$ cat config.mk
export PLATFORM = sky130hd
export DESIGN_NAME = pfm_sector_erase_sequencer
export DESIGN_NICKNAME = d
export VERILOG_FILES = /design/src/inc/pfm_erase_pkg.sv /design/src/rtl/pfm_prog_timer.sv /design/src/rtl/pfm_sector_erase_sequencer.sv
export SDC_FILE = /design/constraint.sdc
export NUM_CORES = 1
export LEC_CHECK = 0
export ABC_AREA = 0
export BUFFER_PORTS_ARGS = -buffer_cell sky130_fd_sc_hd__buf_4
export CORE_ASPECT_RATIO = 0.8
export CORE_MARGIN = 3
export CORE_UTILIZATION = 60
export DETAILED_ROUTE_END_ITERATION = 8
export GPL_ROUTABILITY_DRIVEN = 0
export HOLD_SLACK_MARGIN = 0.03
export PLACE_DENSITY = 0.87
export SLEW_MARGIN = 30
export SYNTH_ARGS = -nofsm -noshare
export SYNTH_HDL_FRONTEND = slang
export SYNTH_SLANG_ARGS = --single-unit
export TNS_END_PERCENT = 20
$ cat constraint.sdc
create_clock -name clk -period 6.1 [get_ports clk]
set_input_delay 0.305 -clock clk [delete_from_list [all_inputs] [get_ports clk]]
set_output_delay 0.305 -clock clk [all_outputs]
set_load 0.02 [all_outputs]
$ cat src/inc/pfm_erase_pkg.sv
// Contract
// Erase from the CPU works on one whole sector only, never words.
// Sector comes from address bits 21:8; bits 7:0 are ignored.
// Enable bit must be set; nothing is erased while it is clear.
// Trigger starts erase only with enable set and a fresh key pair.
// Key register takes CCh then 33h, right before the trigger.
// CPU is halted for the whole erase; the timer ends it.
// Software loads address, sets enable, writes keys, then trigger.
// Protected sector: trigger cleared, flash untouched, error flag set.
// Trigger with address outside the map sets error, no erase.
// On completion trigger clears, done flag sets, interrupt if enabled.
// Erase leaves holding registers and the enable bit unchanged.
// An erase cut short by an unexpected event sets the error flag.
// Software writes first key, second key, then trigger, in order.
// Broken timing between key writes and trigger cancels the operation.
// Done and error stay set until cleared; each erase needs new keys.
package pfm_erase_pkg;

   // ========================================
   // Bus and flash geometry
   localparam int ADDR_W       = 5;
   localparam int DATA_W       = 32;
   localparam int FLASH_ADDR_W = 22;
   localparam int SECTOR_LSB   = 8;
   localparam int SECTOR_W     = 14;
   localparam int FLASH_SECTORS_DEF = 128;

   // ========================================
   // Register byte offsets
   localparam logic [4:0] OFS_CTRL0  = 5'h00;  // memory_control_zero
   localparam logic [4:0] OFS_CTRL1  = 5'h04;  // memory_control_one
   localparam logic [4:0] OFS_KEY    = 5'h08;  // unlock_key_register
   localparam logic [4:0] OFS_ADDR   = 5'h0c;  // flash_target_address
   localparam logic [4:0] OFS_STATUS = 5'h10;  // sticky events, W1C
   localparam logic [4:0] OFS_MASK   = 5'h14;  // interrupt mask
   localparam logic [4:0] OFS_PROT   = 5'h18;  // protected sector limit

   // ========================================
   // Field positions
   localparam int BIT_ENABLE  = 0;  // memory_control_zero
   localparam int BIT_TRIGGER = 0;  // memory_control_one
   localparam int BIT_ERROR   = 1;  // memory_control_one mirror
   localparam int BIT_DONE    = 2;  // memory_control_one mirror
   localparam int ST_DONE     = 0;  // status and mask
   localparam int ST_ERROR    = 1;  // status and mask

   // ========================================
   // Key pair and reset values
   localparam logic [7:0] KEY_FIRST  = 8'hcc;
   localparam logic [7:0] KEY_SECOND = 8'h33;
   localparam logic [SECTOR_W-1:0] RST_PROT = 14'h0000;
   localparam logic [1:0] RST_MASK = 2'h0;

   // ========================================
   // Timing
   localparam int CLK_PERIOD_NS  = 5;
   localparam int ERASE_TIME_NS  = 10000000;
   localparam int ERASE_CYCLES   = ERASE_TIME_NS / CLK_PERIOD_NS;
   localparam int KEY_WINDOW_NS  = 40;
   localparam int KEY_WINDOW_CYC = KEY_WINDOW_NS / CLK_PERIOD_NS;

   // ========================================
   // Carriers
   typedef struct packed {
      logic                active;
      logic [SECTOR_W-1:0] sector;
   } erase_cmd_t;

   typedef struct packed {
      logic error;
      logic done;
   } status_t;

endpackage

$ cat src/rtl/pfm_prog_timer.sv
// ========================================
// Programming timer: fixed-length erase pulse
module pfm_prog_timer #(
   parameter int CYCLES = pfm_erase_pkg::ERASE_CYCLES
) (
   input  wire logic clk,     // System clock
   input  wire logic rst_n,   // Sync reset, active low
   input  wire logic start,   // Begin a timed cycle
   input  wire logic cancel,  // Drop the running cycle
   output logic      busy,    // Cycle running
   output logic      done     // One pulse at the end
);

   localparam int CW = $clog2(CYCLES + 1);

   logic [CW-1:0] count;

   if (CYCLES < 2) begin : g_bad
      $error("pfm_prog_timer: CYCLES must be at least 2");
   end

   // Count down; done fires on the last tick
   always_ff @(posedge clk) begin
      if (!rst_n) begin
         count <= '0;
         busy  <= 1'b0;
         done  <= 1'b0;
      end else if (cancel) begin
         count <= '0;
         busy  <= 1'b0;
         done  <= 1'b0;
      end else if (start && !busy) begin
         count <= CW'(CYCLES - 1);
         busy  <= 1'b1;
         done  <= 1'b0;
      end else if (busy && count == CW'(1)) begin
         count <= '0;
         busy  <= 1'b0;
         done  <= 1'b1;
      end else begin
         count <= busy ? count - CW'(1) : count;
         done  <= 1'b0;
      end
   end

endmodule

$ cat src/rtl/pfm_sector_erase_sequencer.sv
// ========================================
// Sector erase sequencer, Avalon-MM slave
//
// The address map and the Avalon-MM slave port are this design's own decisions.
module pfm_sector_erase_sequencer #(
   parameter int ERASE_CYCLES  = pfm_erase_pkg::ERASE_CYCLES,
   parameter int KEY_WINDOW    = pfm_erase_pkg::KEY_WINDOW_CYC,
   parameter int FLASH_SECTORS = pfm_erase_pkg::FLASH_SECTORS_DEF
) (
   input  wire logic                     clk,              // 200 MHz
   input  wire logic                     rst_n,            // Sync reset
   input  wire logic [4:0]               avs_address,      // Byte address
   input  wire logic                     avs_read,         // Read request
   input  wire logic                     avs_write,        // Write request
   input  wire logic [31:0]              avs_writedata,    // Write data
   input  wire logic [3:0]               avs_byteenable,   // Byte lanes
   output logic [31:0]                   avs_readdata,     // Read data
   output logic                          avs_waitrequest,  // Stall
   input  wire logic                     abort_in,         // Async abort
   output logic                          irq,              // Level irq
   output logic                          cpu_halt,         // CPU stall
   output pfm_erase_pkg::erase_cmd_t     erase_cmd         // To array
);

   localparam int SW = pfm_erase_pkg::SECTOR_W;

   // ========================================
   // Elaboration checks
   if (ERASE_CYCLES < 2) begin : g_bad_erase
      $error("ERASE_CYCLES must be at least 2");
   end
   if (KEY_WINDOW < 1 || KEY_WINDOW > 14) begin : g_bad_window
      $error("KEY_WINDOW must lie in 1..14");
   end
   if (FLASH_SECTORS < 1 || FLASH_SECTORS > (1 << SW)) begin : g_bad_map
      $error("FLASH_SECTORS out of range");
   end

   localparam logic [SW:0] SECTOR_LIMIT = (SW + 1)'(FLASH_SECTORS);
   localparam logic [3:0]  WINDOW_LAST  = 4'(KEY_WINDOW);

   typedef enum logic [1:0] {K_IDLE, K_FIRST, K_ARMED} key_state_t;

   // ========================================
   // State
   logic                     mem_enable;
   logic                     trigger;
   logic [21:0]              flash_target_address;
   logic [SW-1:0]            prot_limit;
   logic [1:0]               irq_mask;
   pfm_erase_pkg::status_t   status;
   pfm_erase_pkg::status_t   next_status;
   key_state_t               key_state;
   logic [3:0]               key_gap;
   logic                     abort_meta;
   logic                     abort_s;
   logic                     timer_busy;
   logic                     timer_done;

   // ========================================
   // Decode
   logic          eval;
   logic          accept;
   logic          acc_wr;
   logic [31:0]   wmask;
   logic [SW-1:0] sector;
   logic          bad_addr;
   logic          protect_hit;
   logic          trig_wr;
   logic          start_erase;
   logic          reject;
   logic          end_ok;
   logic          end_abort;
   logic [31:0]   rd_mux;

   // Request seen once before answer; the erase holds the bus itself
   assign eval   = (avs_read | avs_write) & avs_waitrequest
                   & ~erase_cmd.active;
   assign accept = (avs_read | avs_write) & ~avs_waitrequest;
   assign acc_wr = accept & avs_write;
   assign wmask  = {{8{avs_byteenable[3]}}, {8{avs_byteenable[2]}},
                    {8{avs_byteenable[1]}}, {8{avs_byteenable[0]}}};

   // Low address bits never reach the sector select
   assign sector = flash_target_address[21:8];
   assign bad_addr    = {1'b0, sector} >= SECTOR_LIMIT;
   assign protect_hit = sector < prot_limit;

   // Trigger write evaluated in the cycle before the answer
   assign trig_wr = eval & avs_write & (avs_address ==
                    pfm_erase_pkg::OFS_CTRL1) & avs_byteenable[0]
                    & avs_writedata[pfm_erase_pkg::BIT_TRIGGER];
   assign start_erase = trig_wr & ~bad_addr & ~protect_hit
                        & mem_enable
                        & (key_state == K_ARMED);
   assign reject    = trig_wr & (bad_addr | protect_hit);
   assign end_ok    = erase_cmd.active & timer_done;
   assign end_abort = erase_cmd.active & abort_s & ~timer_done;

   // ========================================
   // Abort pin synchroniser
   always_ff @(posedge clk) begin
      if (!rst_n) begin
         abort_meta <= 1'b0;
         abort_s    <= 1'b0;
      end else begin
         abort_meta <= abort_in;
         abort_s    <= abort_meta;
      end
   end

   // ========================================
   // Programming timer
   pfm_prog_timer #(
      .CYCLES (ERASE_CYCLES)
   ) u_timer (
      .clk    (clk),
      .rst_n  (rst_n),
      .start  (start_erase),
      .cancel (end_abort),
      .busy   (timer_busy),
      .done   (timer_done)
   );

   // ========================================
   // Bus answer: one cycle for plain access, whole erase for a start
   always_ff @(posedge clk) begin
      if (!rst_n) begin
         avs_waitrequest <= 1'b1;
      end else if (!avs_waitrequest) begin
         avs_waitrequest <= 1'b1;
      end else if (eval && !start_erase) begin
         avs_waitrequest <= 1'b0;
      end else if (end_ok || end_abort) begin
         avs_waitrequest <= 1'b0;
      end else begin
         avs_waitrequest <= 1'b1;
      end
   end

   // Read mux; write-only key reads as zero
   always_comb begin
      rd_mux = 32'h0000_0000;
      unique case (avs_address)
         pfm_erase_pkg::OFS_CTRL0:  rd_mux = {31'h0, mem_enable};
         pfm_erase_pkg::OFS_CTRL1:  rd_mux = {29'h0, status.done,
                                             status.error, trigger};
         pfm_erase_pkg::OFS_ADDR:   rd_mux = {10'h0, flash_target_address};
         pfm_erase_pkg::OFS_STATUS: rd_mux = {30'h0, status};
         pfm_erase_pkg::OFS_MASK:   rd_mux = {30'h0, irq_mask};
         pfm_erase_pkg::OFS_PROT:   rd_mux = {18'h0, prot_limit};
         default:                   rd_mux = 32'h0000_0000;
      endcase
   end

   // Read data captured so it stands at the answer edge
   always_ff @(posedge clk) begin
      if (!rst_n) begin
         avs_readdata <= 32'h0000_0000;
      end else if (eval && avs_read) begin
         avs_readdata <= rd_mux;
      end
   end

   // ========================================
   // Enable bit; only software moves it, never the erase
   always_ff @(posedge clk) begin
      if (!rst_n) begin
         mem_enable <= 1'b0;
      end else if (acc_wr && avs_address == pfm_erase_pkg::OFS_CTRL0 &&
                   avs_byteenable[0]) begin
         mem_enable <= avs_writedata[pfm_erase_pkg::BIT_ENABLE];
      end
   end

   // Target address, protection limit, mask
   always_ff @(posedge clk) begin
      if (!rst_n) begin
         flash_target_address <= 22'h000000;
         prot_limit           <= pfm_erase_pkg::RST_PROT;
         irq_mask             <= pfm_erase_pkg::RST_MASK;
      end else if (acc_wr) begin
         if (avs_address == pfm_erase_pkg::OFS_ADDR) begin
            flash_target_address <= (flash_target_address & ~wmask[21:0])
                                    | (avs_writedata[21:0] & wmask[21:0]);
         end
         if (avs_address == pfm_erase_pkg::OFS_PROT) begin
            prot_limit <= (prot_limit & ~wmask[SW-1:0])
                          | (avs_writedata[SW-1:0] & wmask[SW-1:0]);
         end
         if (avs_address == pfm_erase_pkg::OFS_MASK && avs_byteenable[0])
         begin
            irq_mask <= avs_writedata[1:0];
         end
      end
   end

   // ========================================
   // Trigger bit: set by a good start, cleared by hardware at the end;
   // software cannot clear it mid-erase because the bus is stalled
   always_ff @(posedge clk) begin
      if (!rst_n) begin
         trigger <= 1'b0;
      end else if (start_erase) begin
         trigger <= 1'b1;
      end else if (end_ok || end_abort) begin
         trigger <= 1'b0;
      end
   end

   // Array command: one sector, frozen for the whole pulse
   always_ff @(posedge clk) begin
      if (!rst_n) begin
         erase_cmd <= '0;
         cpu_halt  <= 1'b0;
      end else if (start_erase) begin
         erase_cmd.active <= 1'b1;
         erase_cmd.sector <= sector;
         cpu_halt         <= 1'b1;
      end else if (end_ok || end_abort) begin
         erase_cmd.active <= 1'b0;
         cpu_halt         <= 1'b0;
      end
   end

   // ========================================
   // Key sequence: any other access between steps disarms
   always_ff @(posedge clk) begin
      if (!rst_n) begin
         key_state <= K_IDLE;
         key_gap   <= 4'h0;
      end else if (accept) begin
         key_gap <= 4'h0;
         if (avs_write && avs_address == pfm_erase_pkg::OFS_KEY &&
             avs_byteenable[0]) begin
            if (avs_writedata[7:0] == pfm_erase_pkg::KEY_FIRST) begin
               key_state <= K_FIRST;
            end else if (avs_writedata[7:0] == pfm_erase_pkg::KEY_SECOND
                         && key_state == K_FIRST) begin
               key_state <= K_ARMED;
            end else begin
               key_state <= K_IDLE;
            end
         end else begin
            key_state <= K_IDLE;
         end
      end else if (key_state != K_IDLE && !erase_cmd.active) begin
         // Too long a pause means the sequence was interrupted
         if (key_gap == WINDOW_LAST) begin
            key_state <= K_IDLE;
            key_gap   <= 4'h0;
         end else begin
            key_gap <= key_gap + 4'h1;
         end
      end
   end

   // ========================================
   // Sticky status, write one to clear, a new event wins
   always_comb begin
      next_status = status;
      if (acc_wr && avs_address == pfm_erase_pkg::OFS_STATUS &&
          avs_byteenable[0]) begin
         next_status = status & ~avs_writedata[1:0];
      end
      if (end_ok) begin
         next_status.done = 1'b1;
      end
      if (reject || end_abort) begin
         next_status.error = 1'b1;
      end
   end

   always_ff @(posedge clk) begin
      if (!rst_n) begin
         status <= '0;
         irq    <= 1'b0;
      end else begin
         status <= next_status;
         irq    <= |(next_status & irq_mask);
      end
   end

   // ========================================
   // Checks
   AST_ENABLE_NEEDED: assert property (
      @(posedge clk) disable iff (!rst_n)
      $rose(erase_cmd.active) |-> $past(mem_enable))
      else $error("erase began with enable clear");

   AST_KEY_NEEDED: assert property (
      @(posedge clk) disable iff (!rst_n)
      $rose(erase_cmd.active) |-> $past(key_state) == K_ARMED)
      else $error("erase began without key pair");

   AST_KEY_ORDER: assert property (
      @(posedge clk) disable iff (!rst_n)
      $rose(key_state == K_ARMED) |-> $past(key_state) == K_FIRST)
      else $error("armed without first key");

   AST_SECTOR_SELECT: assert property (
      @(posedge clk) disable iff (!rst_n)
      $rose(erase_cmd.active) |->
         erase_cmd.sector == $past(flash_target_address[21:8]))
      else $error("wrong sector sent to array");

   AST_ONE_SECTOR: assert property (
      @(posedge clk) disable iff (!rst_n)
      erase_cmd.active && $past(erase_cmd.active) |->
         $stable(erase_cmd.sector))
      else $error("sector changed during erase");

   AST_HALT_HELD: assert property (
      @(posedge clk) disable iff (!rst_n)
      erase_cmd.active |-> cpu_halt && avs_waitrequest && trigger)
      else $error("CPU not stalled during erase");

   AST_PROTECT_REJECT: assert property (
      @(posedge clk) disable iff (!rst_n)
      trig_wr && protect_hit |=>
         status.error && !trigger && !erase_cmd.active)
      else $error("protected sector not rejected");

   AST_INVALID_REJECT: assert property (
      @(posedge clk) disable iff (!rst_n)
      trig_wr && bad_addr |=> status.error && !erase_cmd.active)
      else $error("invalid address not rejected");

   AST_DONE_REPORT: assert property (
      @(posedge clk) disable iff (!rst_n)
      end_ok |=> status.done && !trigger && !avs_waitrequest
                 ##1 (irq == irq_mask[pfm_erase_pkg::ST_DONE]))
      else $error("completion not reported");

   AST_ENABLE_KEPT: assert property (
      @(posedge clk) disable iff (!rst_n)
      end_ok |=> $stable(mem_enable))
      else $error("erase changed enable bit");

   AST_ABORT_ERROR: assert property (
      @(posedge clk) disable iff (!rst_n)
      end_abort |=> status.error && !erase_cmd.active && !status.done)
      else $error("cut erase not flagged");

   AST_KEY_TIMEOUT: assert property (
      @(posedge clk) disable iff (!rst_n)
      key_state != K_IDLE && !accept && !erase_cmd.active &&
      key_gap == WINDOW_LAST |=> key_state == K_IDLE)
      else $error("stale key not dropped");

   AST_KEY_SPENT: assert property (
      @(posedge clk) disable iff (!rst_n)
      end_ok |-> ##2 key_state == K_IDLE)
      else $error("key reused after erase");

   COV_ERASE_DONE: cover property (
      @(posedge clk) disable iff (!rst_n) end_ok);
   COV_PROTECT: cover property (
      @(posedge clk) disable iff (!rst_n) trig_wr && protect_hit);
   COV_ABORT: cover property (
      @(posedge clk) disable iff (!rst_n) end_abort);
   COV_IRQ: cover property (
      @(posedge clk) disable iff (!rst_n) $rose(irq));

endmodule

==> key figures <==
Detailed routing
  – DR vias: between 4k and 5k
  – ANT nets after route: 0
  – Average wire per standard cell: around 16 um
  – Initial drt markers: roughly 380
  – DR vias/cell: 5.91
  – Routed WL: 12,800 um
  – Pre-antenna DRT Iters: 5
  – DRC: 0

Setup path
  – Crit path to: u_timer.count[10]$_SDFFE_PP0P_
  – Startpoint types: register
  – CP Max Fanout: 13
  – Reg-to-Reg End: u_timer.count[10]$_SDFFE_PP0P_
  – CP peak stage delay: 0.43 ns
  – CP endpoint kind: register
  – Worst path slowest cell: nand3_1
  – Setup Crit Path Kind: register to register
  – Worst Path Required: 6.38 ns
  – Most Frequent Cell on Critical Path: nand3_1
  – WP data arrival: ~2.6 ns
  – Crit path cell chain: inv_1 > ha_1 > and4_1 > nand3_1 > a21oi_1 > a211o_1 > nand3_1 > a311oi_1
  – Reg-to-reg slack, setup: 3.75 ns
  – Worst r2r path cells: 8

Clocking
  – Clock-pin slew on the worst setup and hold paths: roughly 0.11 ns
  – CTS Sinks: 111
  – Total CTS buffers: 9
  – Clock Latency Late Sink: 0.38 ns
  – Clock root buffer: clkbuf_8
  – CTS Hold Buffers Added: 0
  – CTS tree: done
  – Post-CTS setup buffer count: 0
  – Post_cts resized: 0
  – Clk buf depth: 2
  – CTS HTree Levels: 3

Power and ir drop
  – Leakage: between 2 and 2.5 nW
  – Max VDD drop: roughly 0.00012 V
  – Clock power frac: 0.365
  – Switching power: slightly above 0.3 mW
  – Int Power: 0.952 mW
  – Net Sw Frac: 0.244
  – PD cells: 208 mW/mm2
  – Combinational group share of total power: 0.057
  – Reg power frac: 0.578

Floorplanning
  – Starting density of the core: 0.623
  – Die ar.: 0.0101 mm2
  – Cell Rows: 30
  – Die Ht: around 90 um
  – Core Area: about 0.0086 mm2
  – Chip width: roughly 110 um
  – IO Pins: 96

GRT
  – Initial antenna violation count: 0
  – Total grt overflow: 0
  – Global-route wire length before repair: 20,900 um
  – Vias in the first global route: 4,290
  – Largest net degree at the start of global routing: 94
  – Total track usage: 0.250

Timing
  – Final max-slew violation count: 0
  – Final critical-path share of the clock period: 0.385
  – Setup TNS Final: 0 ns
  – Highest clock rate: 426 MHz
  – Hold WS: 0.122 ns
  – Worst Tran Pin Value: 0.861 ns
  – Min Clock Period, post-route: between 2 and 2.5 ns
  – Setup Skew: 0.0146 ns
  – Final hold viol count: 0
  – RSZ-0062 raised after global routing: false
  – Setup slack after layout: 3.75 ns
  – Slew Limit Headroom: 0.425
  – Final Setup Violations: 0

Place
  – DPL Wire Length: ~9000 um
  – # port buffers: 74
  – DP Worst Slack: between 3 and 4 ns

Logic synthesis
  – Syn Inst Count: 615
  – Post-Synth Simple-Gate Area: 0.256
  – Ys Warns: 0
  – Complex-gate fraction of the synthesized area: 0.141
  – FF+latch count, synth: 111
  – Synth cell types: 57
  – Post-Synth XOR/XNOR Area: 0.0181
  – Syn avg cell area: 8.66 um2
  – Adder-cell share of the synthesized area: 0.0399
  – Main synth FF type: dfxtp_1
  – Synth Cell Area: 0.00533 mm2
  – Post-synth EDFFs: 0
  – Mux cell area share after synthesis: 0.0639
  – Largest family of logic cells by synthesized area: simple AND/OR/NAND/NOR gates
  – Register area share after synthesis: 0.417
  – Post-synth ARST share: 0

Layout
  – Area Overhead vs Synth: 13.3%
  – Share of layout cells above drive strength 1: 0.157
  – Final #Nets: 728
  – # diodes: 0
  – Final core occ: 0.706

Hold path
  – Hold Crit Class: primary input to register

Run status
  – Status: finished, final reports clean

Job
  – Max_cap viols: 0
[per-layer routing]
| metal | wire (um) | global-route usage | vias up |
|---|---|---|---|
| li1 | - | - | 2204 |
| met1 | 5620 | 0.342 | 2199 |
| met2 | 5840 | 0.394 | 197 |
| met3 | 1090 | 0.0576 | 24 |
| met4 | 249 | 0.0760 | 0 |
| met5 | 0 | 0 | - |
[layout make-up]
type	instances	area, um2
well taps	112	140
fillers	645	2520
inverters	22	82.6
clock inverters	6	77.6
repair buffers	78	586
multi-input cells	443	2800
clock buffers	10	128
flip-flops and latches	111	2220
[how the worst min path moves through the flow]
stage	startpoint	end	slack, ns	cells after the start
2_1_floorplan	abort_meta$_SDFF_PN0_	abort_s$_SDFF_PN0_	0.41	1
3_3_place_gp	abort_meta$_SDFF_PN0_	abort_s$_SDFF_PN0_	0.42	1
3_5_place_dp	abort_meta$_SDFF_PN0_	abort_s$_SDFF_PN0_	0.42	1
4_1_cts	abort_in	abort_meta$_SDFF_PN0_	0.11	2
5_1_grt	abort_in	abort_meta$_SDFF_PN0_	0.13	2
6_report	abort_in	abort_meta$_SDFF_PN0_	0.12	2
[cells in the mapped netlist (all sizes together) (2+ instances only)]
library cell	number	area, um2
nor3	13	75.1
a41o	4	40.0
or3	3	18.8
ha	17	213
or4	2	18.8
a31oi	3	18.8
xor2	8	70.1
nor4	7	73.8
nor2	29	111
o21ai	18	90.1
and3	16	100
a21oi	23	115
nand4	4	25.0
nor2b	29	181
nand2	82	308
nand2b	6	37.5
and2	16	100
a21boi	29	218
nand3	45	235
clkbuf	24	90.1
a21o	5	37.5
a22oi	15	113
nor3b	2	15.0
dfxtp	111	2220
buf	24	166
mux2i	34	340
inv	22	82.6
xnor2	3	26.3
[through the flow]
stage / power (mW) / cells / cell area (um2)
6_report: 1.26 / 782 / 6040
5_1_grt: 1.30 / 782 / 6040
4_1_cts: 1.27 / 782 / 6040
3_5_place_dp: 0.814 / 766 / 5830
3_3_place_gp: 0.812 / 766 / 5830
2_1_floorplan: 0.788 / 624 / 5360
[worst max-delay path, delay by kind of cell, from the launching register on]
kind	cells	cell delay, ns
AO/OA/AOI/OAI	3	0.74
buffers and inverters	1	0.09
flip-flops	1	0.37
adder cells (fa/ha/maj)	1	0.31
AND/OR/NAND/NOR	3	0.74
[power by group through the flow]
stage / Combinational (mW) / Sequential [mW] / Clock, mW
2_1_floorplan: 0.0440 / 0.744 / 0
3_3_place_gp: 0.0682 / 0.744 / 0
3_5_place_dp: 0.0699 / 0.744 / 0
4_1_cts: 0.0704 / 0.727 / 0.468
5_1_grt: 0.0769 / 0.728 / 0.494
6_report: 0.0719 / 0.727 / 0.460
[kinds of logic (layout without fill, tap and decap cells)]
logic type / count (synthesis) / in the layout
multiplexers: 34 / 34
flip-flops: 111 / 111
XOR/XNOR: 11 / 11
buffers and inverters: 70 / 116
AO/OA/AOI/OAI: 110 / 110
other: 1 / 10
AND/OR/NAND/NOR: 261 / 261
adder cells (fa/ha/maj): 17 / 17
[placed cells by master, fill, tap and decap left out, types with 2 or more instances in the layout]
| master | count |
|---|---|
| inv_1 | 22 |
| nor2_1 | 27 |
| nor3_2 | 2 |
| mux2i_1 | 34 |
| conb_1 | 10 |
| and2_1 | 16 |
| a21boi_0 | 28 |
| a22oi_1 | 15 |
| nand3_2 | 2 |
| dfxtp_1 | 111 |
| a41o_1 | 4 |
| nand4_1 | 4 |
| ha_1 | 17 |
| or3_1 | 3 |
| nand2_1 | 82 |
| and3_1 | 16 |
| nand3_1 | 43 |
| nor2b_1 | 29 |
| xor2_1 | 8 |
| nor3_1 | 11 |
| inv_8 | 2 |
| nor2_2 | 2 |
| a21oi_1 | 23 |
| a21o_1 | 5 |
| clkbuf_8 | 9 |
| o21ai_0 | 18 |
| xnor2_1 | 3 |
| a31oi_1 | 3 |
| nor4_1 | 5 |
| buf_4 | 78 |
| nor3b_1 | 2 |
| nand2b_1 | 6 |
| nor4_4 | 2 |
Note: power is estimated with default switching activity, not from simulation.
